**src/flsp_pkg.sv**
```systemverilog
// Purpose : Shared constants and types for the suspend-parameter flash link.
// Assumes : One 40 MHz core clock drives both ends of the link.
// Notes   : The table bytes are built from their fields so that each field stays visible.

// ****************************************************************
// Package
// ****************************************************************
package flsp_pkg;

  // ****************************************************************
  // Table addresses and fixed bytes
  // ****************************************************************
  localparam logic [7:0] ADDR_TIMING_TOP = 8'h5B;
  localparam logic [7:0] ADDR_SUSP_B0    = 8'h5C;
  localparam logic [7:0] ADDR_SUSP_B1    = 8'h5D;
  localparam logic [7:0] ADDR_SUSP_B2    = 8'h5E;
  localparam logic [7:0] ADDR_SUSP_B3    = 8'h5F;

  // Top byte of the program and chip-erase timing word.
  localparam logic       CE_RESERVED     = 1'h1;
  localparam logic [1:0] CE_UNIT         = 2'h2;   // 4 s granularity.
  localparam logic [4:0] CE_COUNT        = 5'h01;  // Two units, 8 s typical.
  localparam logic [7:0] TIMING_TOP_BYTE = {CE_RESERVED, CE_UNIT, CE_COUNT};

  // Suspend-characteristics word, fields from bit 31 down to bit 0.
  localparam logic       SR_NOT_SUPP     = 1'h0;
  localparam logic [1:0] ES_LAT_UNIT     = 2'h1;   // 1 us granularity.
  localparam logic [4:0] ES_LAT_COUNT    = 5'h13;  // Twenty units.
  localparam logic [3:0] ES_GAP_COUNT    = 4'h1;   // Two 64 us units.
  localparam logic [1:0] PS_LAT_UNIT     = 2'h1;
  localparam logic [4:0] PS_LAT_COUNT    = 5'h13;
  localparam logic [3:0] PS_GAP_COUNT    = 4'h1;
  localparam logic       SW_RFU          = 1'h1;
  localparam logic [3:0] ES_PROHIBIT     = 4'hE;
  localparam logic [3:0] PS_PROHIBIT     = 4'hD;
  localparam logic [31:0] SUSP_WORD      = {SR_NOT_SUPP, ES_LAT_UNIT, ES_LAT_COUNT,
                                            ES_GAP_COUNT, PS_LAT_UNIT, PS_LAT_COUNT,
                                            PS_GAP_COUNT, SW_RFU, ES_PROHIBIT, PS_PROHIBIT};

  // ****************************************************************
  // Array geometry
  // ****************************************************************
  localparam int ADDR_W     = 24;
  localparam int SECTOR_LSB = 12;
  localparam int PAGE_LSB   = 8;

  // ****************************************************************
  // Timing
  // ****************************************************************
  localparam int CLK_MHZ           = 40;
  localparam int SUSP_LAT_NS       = 20000;
  localparam int SUSP_LAT_MAX_CYC  = (SUSP_LAT_NS * CLK_MHZ) / 1000;          // Round down.
  localparam int RESUME_GAP_NS     = 128000;
  localparam int RESUME_GAP_CYC    = (RESUME_GAP_NS * CLK_MHZ + 999) / 1000;  // Round up.
  localparam int CNT_W             = 13;

  // ****************************************************************
  // Link commands
  // ****************************************************************
  typedef enum logic [2:0] {
    CMD_TBL_RD = 3'h0,
    CMD_TBL_WR = 3'h1,
    CMD_ARR_RD = 3'h2,
    CMD_ERASE  = 3'h3,
    CMD_PROG   = 3'h4,
    CMD_SUSP   = 3'h5,
    CMD_RESUME = 3'h6,
    CMD_NOP    = 3'h7
  } flsp_cmd_t;

  localparam logic [7:0] ARRAY_FILL = 8'hFF;

endpackage : flsp_pkg

```
**src/flsp_if.sv**
```systemverilog
// Purpose : Link between the flash host end and the flash device end.
// Assumes : Both ends run on the same core clock.
// Notes   : Requests are one-cycle pulses; every request gets one ack pulse.
`timescale 1ns/10ps
`default_nettype none

// ****************************************************************
// Interface
// ****************************************************************
interface flsp_if import flsp_pkg::*; ();
  logic                    cmd_valid;
  flsp_cmd_t               cmd;
  logic [ADDR_W-1:0]       addr;
  logic [7:0]              wdata;
  logic                    ack;
  logic [7:0]              rdata;
  logic                    busy;
  logic                    suspended;

  modport host   (output cmd_valid, cmd, addr, wdata,
                  input  ack, rdata, busy, suspended);
  modport device (input  cmd_valid, cmd, addr, wdata,
                  output ack, rdata, busy, suspended);
endinterface : flsp_if

`default_nettype wire

```
**src/flsp_timer.sv**
```systemverilog
// Purpose : Down counter that reports when a minimum interval has run out.
// Assumes : A start pulse reloads the full count at any time.
// Notes   : Reads as done after reset, so nothing waits without a cause.
`timescale 1ns/10ps
`default_nettype none

module flsp_timer
  import flsp_pkg::*;
#(
  parameter int W     = CNT_W,
  parameter int COUNT = RESUME_GAP_CYC
) (
  // Clock and reset
  input  wire logic i_core_clk,
  input  wire logic i_rst,
  // Control
  input  wire logic i_start,
  output logic      o_done
);

  typedef struct packed {
    logic [W-1:0] cnt;
  } flsp_tmr_t;

  flsp_tmr_t s;
  flsp_tmr_t next_s;

  // ****************************************************************
  // Next state
  // ****************************************************************
  // Reload on start, otherwise count down to zero and hold there.
  always_comb begin
    next_s = s;
    if (i_start) begin
      next_s.cnt = W'(COUNT);
    end else if (s.cnt != '0) begin
      next_s.cnt = s.cnt - W'(1);
    end
  end

  // Registered state.
  always_ff @(posedge i_core_clk or posedge i_rst) begin
    if (i_rst) begin
      s <= '0;
    end else begin
      s <= next_s;
    end
  end

  assign o_done = (s.cnt == '0);

endmodule : flsp_timer

`default_nettype wire

```
**src/flsp_host.sv**
```systemverilog
// Purpose : Host end: forwards user commands and refuses those a suspend forbids.
// Assumes : The device answers every link request with one ack pulse.
// Notes   : One request is outstanding at a time; ready drops until its ack.
`timescale 1ns/10ps
`default_nettype none

module flsp_host
  import flsp_pkg::*;
#(
  parameter int GAP_CYC = RESUME_GAP_CYC
) (
  // Clock and reset
  input  wire logic              i_core_clk,
  input  wire logic              i_rst,
  // Link to the device
  flsp_if.host                   link,
  // User command port
  input  wire logic              i_cmd_valid,
  input  wire flsp_cmd_t         i_cmd,
  input  wire logic [ADDR_W-1:0] i_addr,
  input  wire logic [7:0]        i_wdata,
  output logic                   o_cmd_ready,
  // User answer port
  output logic                   o_done,
  output logic                   o_reject,
  output logic [7:0]             o_rdata
);

  typedef struct packed {
    logic              pend;       // Waiting for the device's ack.
    logic              lvalid;     // Link request pulse.
    flsp_cmd_t         lcmd;
    logic [ADDR_W-1:0] laddr;
    logic [7:0]        lwdata;
    logic              run_erase;  // Kind of the operation that may be suspended.
    logic [ADDR_W-1:0] run_addr;   // Its address, kept for the restrictions.
    logic              done;
    logic              reject;
    logic [7:0]        rdata;
  } flsp_host_t;

  localparam flsp_host_t HOST_RST = '{pend: 1'h0, lvalid: 1'h0, lcmd: CMD_NOP,
                                      laddr: '0, lwdata: 8'h00, run_erase: 1'h0,
                                      run_addr: '0, done: 1'h0, reject: 1'h0,
                                      rdata: 8'h00};

  flsp_host_t s;
  flsp_host_t next_s;

  logic gap_done;
  logic gap_start;
  logic ok;
  logic fire;
  logic susp_e;
  logic susp_p;
  logic sector_hit;
  logic page_hit;

  // ****************************************************************
  // Resume-to-suspend interval
  // ****************************************************************
  // One timer serves both kinds since both advertise the same interval.
  flsp_timer #(
    .W     (CNT_W),
    .COUNT (GAP_CYC)
  ) u_gap (
    .i_core_clk (i_core_clk),
    .i_rst      (i_rst),
    .i_start    (gap_start),
    .o_done     (gap_done)
  );

  // ****************************************************************
  // Address matching
  // ****************************************************************
  function automatic logic flsp_same_unit(input logic [ADDR_W-1:0] a,
                                          input logic [ADDR_W-1:0] b,
                                          input int              lsb);
    logic [ADDR_W-1:0] m;
    m = '1;
    m = m << lsb;
    return ((a & m) == (b & m));
  endfunction : flsp_same_unit

  // The suspended kind follows the last operation started from idle.
  assign susp_e     = link.suspended && s.run_erase;
  assign susp_p     = link.suspended && !s.run_erase;
  assign sector_hit = flsp_same_unit(i_addr, s.run_addr, SECTOR_LSB);
  assign page_hit   = flsp_same_unit(i_addr, s.run_addr, PAGE_LSB);

  // ****************************************************************
  // Command admission
  // ****************************************************************
  // Nothing new starts while the device is busy, even a nested operation.
  always_comb begin
    ok = 1'h0;
    unique case (i_cmd)
      CMD_TBL_RD, CMD_TBL_WR: begin
        ok = 1'h1;
      end
      CMD_ARR_RD: begin
        ok = !(susp_p && page_hit);
      end
      CMD_ERASE: begin
        ok = !link.busy && !susp_e && !(susp_p && sector_hit);
      end
      CMD_PROG: begin
        ok = !link.busy && !susp_p && !(susp_e && sector_hit);
      end
      CMD_SUSP: begin
        ok = link.busy && !link.suspended && gap_done;
      end
      CMD_RESUME: begin
        ok = link.suspended && !link.busy;
      end
      default: begin
        ok = 1'h0;
      end
    endcase
  end

  assign o_cmd_ready = !s.pend;
  assign fire        = i_cmd_valid && !s.pend && ok;
  assign gap_start   = fire && (i_cmd == CMD_RESUME);

  // ****************************************************************
  // Next state
  // ****************************************************************
  // An ack and a new request cannot meet, since ready is low while pending.
  always_comb begin
    next_s        = s;
    next_s.lvalid = 1'h0;
    next_s.done   = 1'h0;
    next_s.reject = 1'h0;
    if (i_cmd_valid && !s.pend) begin
      if (ok) begin
        next_s.pend   = 1'h1;
        next_s.lvalid = 1'h1;
        next_s.lcmd   = i_cmd;
        next_s.laddr  = i_addr;
        next_s.lwdata = i_wdata;
        if ((i_cmd == CMD_ERASE || i_cmd == CMD_PROG) && !link.suspended) begin
          next_s.run_erase = (i_cmd == CMD_ERASE);
          next_s.run_addr  = i_addr;
        end
      end else begin
        next_s.reject = 1'h1;
      end
    end
    if (s.pend && link.ack) begin
      next_s.pend  = 1'h0;
      next_s.done  = 1'h1;
      next_s.rdata = link.rdata;
    end
  end

  // Registered state.
  always_ff @(posedge i_core_clk or posedge i_rst) begin
    if (i_rst) begin
      s <= HOST_RST;
    end else begin
      s <= next_s;
    end
  end

  // ****************************************************************
  // Outputs
  // ****************************************************************
  assign link.cmd_valid = s.lvalid;
  assign link.cmd       = s.lcmd;
  assign link.addr      = s.laddr;
  assign link.wdata     = s.lwdata;
  assign o_done         = s.done;
  assign o_reject       = s.reject;
  assign o_rdata        = s.rdata;

endmodule : flsp_host

`default_nettype wire

```
**src/flat_wrapper.sv**
```systemverilog
// flat-port wrapper written by rule: the top's interface ports become plain ports
module flsp_host_flat import flsp_pkg::*;
#(
  parameter int GAP_CYC = RESUME_GAP_CYC
)
  (i_core_clk, i_rst, i_cmd_valid, i_cmd, i_addr, i_wdata, o_cmd_ready, o_done, o_reject, o_rdata, link_cmd_valid, link_cmd, link_addr, link_wdata, link_ack, link_rdata, link_busy, link_suspended);
  flsp_if link_i ();
  input  wire logic i_core_clk;
  input  wire logic i_rst;
  input  wire logic i_cmd_valid;
  input  wire flsp_cmd_t i_cmd;
  input  wire logic [ADDR_W-1:0] i_addr;
  input  wire logic [7:0] i_wdata;
  output logic o_cmd_ready;
  output logic o_done;
  output logic o_reject;
  output logic [7:0] o_rdata;
  output wire logic [$bits(link_i.cmd_valid)-1:0] link_cmd_valid;
  output wire logic [$bits(link_i.cmd)-1:0] link_cmd;
  output wire logic [$bits(link_i.addr)-1:0] link_addr;
  output wire logic [$bits(link_i.wdata)-1:0] link_wdata;
  input wire logic [$bits(link_i.ack)-1:0] link_ack;
  input wire logic [$bits(link_i.rdata)-1:0] link_rdata;
  input wire logic [$bits(link_i.busy)-1:0] link_busy;
  input wire logic [$bits(link_i.suspended)-1:0] link_suspended;
  assign link_cmd_valid = link_i.cmd_valid;
  assign link_cmd = link_i.cmd;
  assign link_addr = link_i.addr;
  assign link_wdata = link_i.wdata;
  assign link_i.ack = link_ack;
  assign link_i.rdata = link_rdata;
  assign link_i.busy = link_busy;
  assign link_i.suspended = link_suspended;
  flsp_host #(.GAP_CYC(GAP_CYC)) u_core (.i_core_clk(i_core_clk), .i_rst(i_rst), .link(link_i), .i_cmd_valid(i_cmd_valid), .i_cmd(i_cmd), .i_addr(i_addr), .i_wdata(i_wdata), .o_cmd_ready(o_cmd_ready), .o_done(o_done), .o_reject(o_reject), .o_rdata(o_rdata));
endmodule
```
**config.mk**
```make
export PLATFORM = sky130hd
export DESIGN_NAME = flsp_host_flat
export DESIGN_NICKNAME = d
export VERILOG_FILES = /design/src/flsp_pkg.sv /design/src/flsp_if.sv /design/src/flsp_timer.sv /design/src/flsp_host.sv /design/src/flat_wrapper.sv
export SDC_FILE = /design/constraint.sdc
export NUM_CORES = 1
export LEC_CHECK = 0
export BUFFER_PORTS_ARGS = -buffer_cell sky130_fd_sc_hd__buf_2
export CELL_PAD_IN_SITES_DETAIL_PLACEMENT = 0
export CELL_PAD_IN_SITES_GLOBAL_PLACEMENT = 1
export CORE_UTILIZATION = 35
export CTS_CLUSTER_SIZE = 10
export DETAILED_ROUTE_END_ITERATION = 7
export PLACE_DENSITY = 0.78
export SLEW_MARGIN = 30
export SYNTH_ARGS = -nofsm -noshare
export SYNTH_HDL_FRONTEND = slang
export SYNTH_SLANG_ARGS = --single-unit
```
**constraint.sdc**
```tcl
create_clock -name i_core_clk -period 3 [get_ports i_core_clk]
set_clock_uncertainty 0.2 [all_clocks]
set_input_delay 0.6 -clock i_core_clk [delete_from_list [all_inputs] [get_ports i_core_clk]]
set_output_delay 0.6 -clock i_core_clk [all_outputs]
set_load 0.01 [all_outputs]
```
Yosys cells after proc, flatten, opt, wreduce, memory -nomap -nowiden
Index checks and enable logic that the tools add are counted.

storage, ports and cells
  flip-flop bits (word level) = 85
  latch bits = 0
  RAM bits = 0
  bits in read-only memories = 0
  input bits = 49
  output and inout bits = 47
  word-level logic and storage cells = 67
  memories kept = 0

operators by class
  add/subtract/negate cells = 1
  multiply operators = 0
  div/mod/pow operators = 0
  $lt $le $gt $ge = 0
  equal/unequal tests = 8
  shifts and indexed selects = 0
  muxes and demuxes = 10
  bitwise operators = 0
  reduce and logical (&&, ||, !) cells = 37

operator list
  kind                   count
  $mux 62                2
  $mux 13                2
  $mux 25                1
  $logic_and 1x1->1      17
  $eq 16x16->1           1
  $logic_not 13->1       1
  $reduce_bool 13->1     1
  $sub 13x1->13 const B  1
  $eq 12x12->1           1
  $eq 3x3->1 const B     3
  $logic_not 1->1        9
  $eq 3x2->1 const B     2
  $pmux 1 s6             1
  $reduce_bool 2->1      3
  $mux 1                 4
  $reduce_and 2->1       2
  $eq 3x1->1 const B     1
  $logic_not 3->1        1
  $reduce_and 3->1       1
  $reduce_or 2->1        1
  $logic_or 1x1->1       1

Depth between registers and ports, before layout
Gate-level depths: netlist of the first run.

  depth in word-level cells = 9
  gate-level depth with buffers = 10
  depth with buffers taken out = 8

By module
Synthesis of the first run repeated with hierarchy kept, for this count alone.

second synthesis, totals
  cells, all modules = 301
  area, all modules = 3798.6 um^2

by module, submodules not included
  module      instances  cells each  area an instance (um^2)  seq. area each (um^2)
  flsp_host   1          223         3024.2                   1605.3
  flsp_timer  1          78          774.5                    325.3

Worst setup path before layout of the first run
OpenSTA, ideal clock, no wires.

  path kind = input to register
  from = input port i_cmd[1]
  to = register u_core.s, in the netlist u_core.link.addr[10]
  setup time = 125 ps
  arrival time = 2478 ps
  required time = 2675 ps
  slack = 197 ps
  stages on the path = 9
  buffers on the path = 3
  path through = clkbuf_1 nand2_1 nor2_1 a22oi_1 a221o_1 a31oi_4 buf_4 buf_6 mux2_2

between the ends
  cells in the longest elaborated chain, start to end = 4
  elaborated cells on any way between the ends = 10
  classes of those cells = 6 x eq/ne; 1 x mux; 3 x reduce/logical

ends and longest elaborated chain
  item                                                  line                source
  start: declaration                                    flat_wrapper.sv:11  input wire flsp_cmd_t i_cmd;
  $eq 3x1->1 / $logic_not 3->1 (equally long branches)  flsp_host.sv:97     unique case (i_cmd)
  $reduce_or 2->1                                       flsp_host.sv:97
  $pmux 1 s6 *                                          flsp_host.sv:97
  $reduce_and 2->1 (no line) *                          n/a
  end signal: assignment                                flsp_host.sv:162    s <= next_s;
  end: declaration                                      flsp_host.sv:47     flsp_host_t s;

Mark *: on every way between the ends. The rest lies on a longest branch, timed or not.
A chain may end at the register's enable or synchronous reset.

Worst setup path after layout of the first run
  from = register u_core.u_gap.s[2] (netlist bit)
  to = register u_core.u_gap.s[7] (netlist bit)

between the ends
  cells in the longest elaborated chain, start to end = 6
  elaborated cells on any way between the ends = 10
  classes of those cells = 1 x add/sub; 3 x mux; 6 x reduce/logical

ends and longest elaborated chain
  item                                                   line              source
  start: declaration                                     flsp_timer.sv:25  flsp_tmr_t s;
  start signal: assignment                               flsp_timer.sv:46  s <= next_s;
  branches (longest 6 deep; another with $sub 13x1->13)  n/a

Several ways; the timed one is not identified. The select of a mux whose other input is x is not followed.

==> flow_summary.ini, run 1 <==
[run_status]
outcome = finished clean

[drt]
postRouteWirelength_um = 6373
ant_nets = 0
remaining_drc_errors = 0
routedWlPerCell_um = 12.95
drt_iter0_markers = 95
viasPerCell = 4.516
dr.pass1.iters = 4
dr_total_vias = 2222

[sta]
fin_crit_sh = 0.9324
max_slew_margin = 0.5200
hold_ws_ns = 0.03706
period_minus_slack_ns = 2.797
fmax_mhz = 357.5
drv_slew = 0
rsz0062_at_grt = no
tightest_slew_ns = 0.7165
hold_violations = 0
setup_tns_ns = 0
setup_viol = 0

[cells_and_area]
instances_no_fill = 492
diodes = 0
nNetsFinal = 402
drive_gt1_frac = 0.5253
register_area_mm2 = 0.001931
n_fill_cell = 977
multi_input_area_mm2 = 0.001376
areaGrowthSynthToFinish_pct = 15.47

[placed_design]
io_buffers = 95
gp_congestion = 0.7602
hpwl_um = 4693
placed_cells = 476

[clock_tree]
htreeDepth = 3
cts_resized = 0
postCtsHoldBufs = 0
root_buffer = clkbuf_8
clock_sinks = 77
clk_pin_slew_ns = 0.08
clock_path_buffers = 2
cts_tree = done
numCtsBuffers = 9
postCtsSetupBuffers = 0
insertion_delay_ns = 0.34

[power]
irDropWorstVdd_v = 0.0003304
leakagePower_nw = 1.996
finalPower_w = 0.003395
powerDensity_mw_per_mm2 = 788.7

[worst_hold_path]
hold_class = in2async

[synthesis]
synthCells = 289
yosys.area.top_type = dfrtp_1
yosysTopAreaCellShare = 0.4966
async_flop_share = 1.000
ys_seq_area_frac = 0.5178
syn-num-nets = 340
synth-simple-area-share = 0.06980
synth.most_common_cell = dfrtp_1
synth_seq_cells = 77
synth_common_cells = dfrtp_1, mux2_2, buf_4, xnor2_1, nor2_1
synth.cell_area_mm2 = 0.003729
synth_adder_area_share = 0.006711
synth_enable_flop_cells = 0
syn_avg_cell_area_um2 = 12.90
synth_cell_types = 41
synth_mux_area_frac = 0.1913
synthXorXnorAreaFrac = 0.06107
synth.area.top_cells = dfrtp_1, mux2_2, buf_4
ys_warn_count = 0
ys.flop_type = dfrtp_1
synth_top_family_by_area = multiplexers
synth_compound_area_frac = 0.04027

[floorplanning]
die_width_um = 105.2
start_util = 0.3612
core-area_mm2 = 0.01032
dieHeight_um = 105.2
ioPinCount = 96
rows = 37
die_area_mm2 = 0.01107

[global_route]
grt-ovfl-total = 0
grt_pass1_vias = 2245
grt_max_degree = 54
antenna_found_initial = 0
grt_pass1_wl_um = 10960
grtUsageTotal = 0.1248

[worst_setup_path]
critPathKind = reg2reg
end_kind = flop
setup.reg_to_reg.worst_slack_ns = 0.20
crit_arrival_ns = 2.82
required_ns = 3.03
path_max_fanout = 11
cp-start-kind = flop

[job]
maxCapViolCount = 0
-- through the flow --
stage | worst slack, ns | utilization | instance area, um2
after floorplan | 0.1972 | - | 3729
after global placement | 0.05105 | 0.3930 | 4058
after detailed placement | -0.02337 | 0.3930 | 4058
after CTS | 0.1796 | 0.4170 | 4305
after global routing | 0.05968 | 0.4170 | 4305
final | 0.2029 | 0.4170 | 4305
-- critical path: stages (launching register included) --
cell	delay [ns]
dfrtp_1	0.44
or4_4	0.59
nor2_4	0.15
nand2b_1	0.09
or2_4	0.27
a31oi_4	0.24
and3_1	0.47
buf_4	0.20
nor2_1	0.04
-- area by class of cell --
class                      count  area share
clock buffer                  11     0.03284
clock inverter                 5     0.02470
inverter                       7    0.006393
multi-input combinational    154      0.3197
sequential                    77      0.4484
tap                          136     0.03952
timing repair buffer         102      0.1285
-- cell usage in the layout, fill, tap and decap left out, types with 6 or more instances in the layout --
master,synthesis,final
dfrtp_1,74,74
clkbuf_8,0,10
inv_1,7,6
xnor2_1,21,21
buf_2,1,95
nor3_1,6,6
mux2_4,10,10
nor2_1,17,17
nand2_1,6,6
mux2_2,50,50
-- routing by layer --
metal,routed length [um],share of wire,GRT usage
met2,3036,0.48,0.1941
met1,3021,0.47,0.1701
met5,0,0,0
met4,70,0.011,0.04527
met3,245,0.038,0.02845
-- path summary, 6_finish.rpt --
| kind | start | end | depth (start not counted) |
|---|---|---|---|
| worst max-delay path | u_core.u_gap.s[2]$_DFFE_PP0P_ | u_core.u_gap.s[7]$_DFFE_PP0P_ | 8 |
| worst min-delay path | i_rst | u_core.link.wdata[0]$_DFFE_PP0P_ | 2 |
| worst max register to register | u_core.u_gap.s[2]$_DFFE_PP0P_ | u_core.u_gap.s[7]$_DFFE_PP0P_ | 8 |
| worst min register to register | u_core.o_rdata[6]$_DFFE_PP0P_ | u_core.o_rdata[6]$_DFFE_PP0P_ | 1 |
| max in group asynchronous | i_rst | u_core.s[22]$_DFFE_PP0P_ | 3 |
| min in group i_core_clk | link_ack | u_core.s[71]$_DFFE_PP0P_ | 2 |
-- power by group --
group / switching (W) / internal (W) / total (W)
clock network: 0.000379 / 0.000579 / 0.000958
registers: 0.000195 / 0.00135 / 0.00155
logic: 0.000399 / 0.000492 / 0.000891
total: 0.000972 / 0.00242 / 0.00340
-- sequential cells by signal, indices dropped and copies added, names as in the netlist --
signal,count
u_core.link.cmd,3
u_core.o_rdata,8
u_core.o_done,1
u_core.link.wdata,8
u_core.u_gap.s,13
u_core.link.addr,24
u_core.o_reject,1
u_core.link.cmd_valid,1
u_core.s,18
-- logic make-up after synthesis --
logic type | Yosys count
AOI/OAI and AO/OA | 16
xor gates and xnor gates | 26
adders and majority gates | 2
buffers and inverters | 58
DFF | 77
muxes | 60
and+or+nand+nor | 50
No activity file was read; power rests on OpenSTA's default activity.
==> run 2: changes to the inputs <==
--- a/config.mk
+++ b/config.mk
@@ -12,6 +12,7 @@
 export CTS_CLUSTER_SIZE = 10
 export DETAILED_ROUTE_END_ITERATION = 7
 export PLACE_DENSITY = 0.78
+export REMOVE_ABC_BUFFERS = 1
 export SLEW_MARGIN = 30
 export SYNTH_ARGS = -nofsm -noshare
 export SYNTH_HDL_FRONTEND = slang
==> run 2 against run 1 <==
Net effect: register-to-register slack better by 0.02 ns; flip-flop and latch count stayed put; worst hold slack better by 0.043 ns; largest cell class unchanged.
==> flow_summary.ini, run 2 (synthesis results as in run 1) <==
[drt]
routedWlPerCell_um = 13.47
postRouteWirelength_um = 6670
dr.pass1.iters = 4
dr_total_vias = 2243
remaining_drc_errors = 0
ant_nets = 0
viasPerCell = 4.531
drt_iter0_markers = 41

[sta]
hold_violations = 0
hold_ws_ns = 0.08029
max_slew_margin = 0.5972
setup_slack_ns = 0.2238
tightest_slew_ns = 0.6035
drv_slew = 0
fmax_mhz = 360.2
rsz0062_at_grt = no
fin_crit_sh = 0.9254
setup_viol = 0
period_minus_slack_ns = 2.776

[worst_setup_path]
critPathTopFamily = simple AND/OR/NAND/NOR gates
cp.depth = 7
r2r_start = u_core.u_gap.s[2]$_DFFE_PP0P_
critPathKind = reg2reg
setup.reg_to_reg.worst_slack_ns = 0.22
cpPeakStageDelay_ns = 0.59
cp-start-kind = flop
r2r_end = u_core.link.addr[17]$_DFFE_PP0P_
critPathSlowestCell = or4_4
end_kind = flop
r2r_cells = 7
required_ns = 3.04
path_max_fanout = 18
cp_num_buf_inv = 1
cp_cell_sequence = or4_4, nor2_4, nand2b_1, or2_4, a31oi_4, buf_4, mux2_2
crit_arrival_ns = 2.81

[power]
irDropWorstVdd_v = 0.0002465
leakagePower_nw = 2.026
powerDensity_mw_per_mm2 = 784.7

[global_route]
antenna_found_initial = 0
grt-ovfl-total = 0
grtUsageTotal = 0.1317
grt_max_degree = 45
grt_pass1_wl_um = 11270
grt_pass1_vias = 2339

[clock_tree]
htreeDepth = 3
cts_resized = 0
clk_pin_slew_ns = 0.08
cts_tree = done
root_buffer = clkbuf_8
numCtsBuffers = 9
clock_sinks = 77
postCtsSetupBuffers = 0
postCtsHoldBufs = 0
clock_path_buffers = 2
insertion_delay_ns = 0.35

[floorplanning]
die_width_um = 105.2
die_area_mm2 = 0.01107
dieHeight_um = 105.2
rows = 37
core-area_mm2 = 0.01032
start_util = 0.3612
ioPinCount = 96

[placed_design]
gp_congestion = 0.7753
hpwl_um = 4918
io_buffers = 95
place_ws_ns = 0.005551
placed_cells = 479

[job]
maxCapViolCount = 0

[worst_hold_path]
hold_class = in2async

[cells_and_area]
diodes = 0
instances_no_fill = 495
largest_reg_flops = 24
layout_commonest_cell = buf_2
areaGrowthSynthToFinish_pct = 16.38
nNetsFinal = 405
drive_gt1_frac = 0.5320
mostFrequentLayoutCells = buf_2, dfrtp_1, mux2_2

[run_status]
outcome = finished clean
-- run 2: changes by cell type in the layout (fill, tap and decap cells not counted), sizes merged --
| cell | delta |
|---|---|
| buf | +3 |
| clkinvlp | -1 |
| clkinv | +2 |
| clkbuf | -1 |
-- run 2: through the flow --
| step | power, W | utilization | cell area [um2] | setup TNS (ns) |
|---|---|---|---|---|
| after global placement | 0.002434 | 0.3964 | 4093 | 0 |
| after floorplan | 0.002137 | - | 3333 | -13.90 |
| after CTS | 0.003460 | 0.4203 | 4339 | 0 |
| final | 0.003405 | 0.4203 | 4339 | 0 |
| after global routing | 0.003630 | 0.4203 | 4339 | 0 |
| after detailed placement | 0.002477 | 0.3964 | 4093 | 0 |
-- run 2: worst max-delay path by stage --
stage	startpoint	to	slack (ns)
after floorplan	i_cmd[0]	u_core.s[18]$_DFFE_PP0P_	-0.47
after global placement	i_cmd[0]	u_core.link.addr[18]$_DFFE_PP0P_	0.11
after detailed placement	i_cmd[0]	u_core.link.addr[16]$_DFFE_PP0P_	0.006
after CTS	u_core.u_gap.s[2]$_DFFE_PP0P_	u_core.link.addr[9]$_DFFE_PP0P_	0.21
after global routing	u_core.u_gap.s[2]$_DFFE_PP0P_	u_core.link.addr[9]$_DFFE_PP0P_	0.07
final	u_core.u_gap.s[2]$_DFFE_PP0P_	u_core.link.addr[17]$_DFFE_PP0P_	0.22
-- run 2: power by group --
part           switching (W)  total, W  internal [W]
Combinational       0.000402  0.000893      0.000491
Clock               0.000390  0.000966      0.000575
Sequential          0.000194   0.00155       0.00135
Total               0.000986   0.00341       0.00242
-- run 2: final cells by class --
type	instances	area, um2
Sequential cell	77	1931
Timing Repair Buffer	105	588.1
Tap cell	136	170.2
Multi-Input combinational cell	154	1376
Inverter	7	27.53
Fill cell	977	5984
Clock inverter	6	108.9
Clock buffer	10	137.6
-- run 2: metal layers --
layer	track usage	share of wire	up-vias
met2	0.2110	0.48	54
met3	0.04082	0.051	8
met1	0.1633	0.46	1102
met5	0	0	-
li1	-	-	1079
met4	0.05734	0.013	0
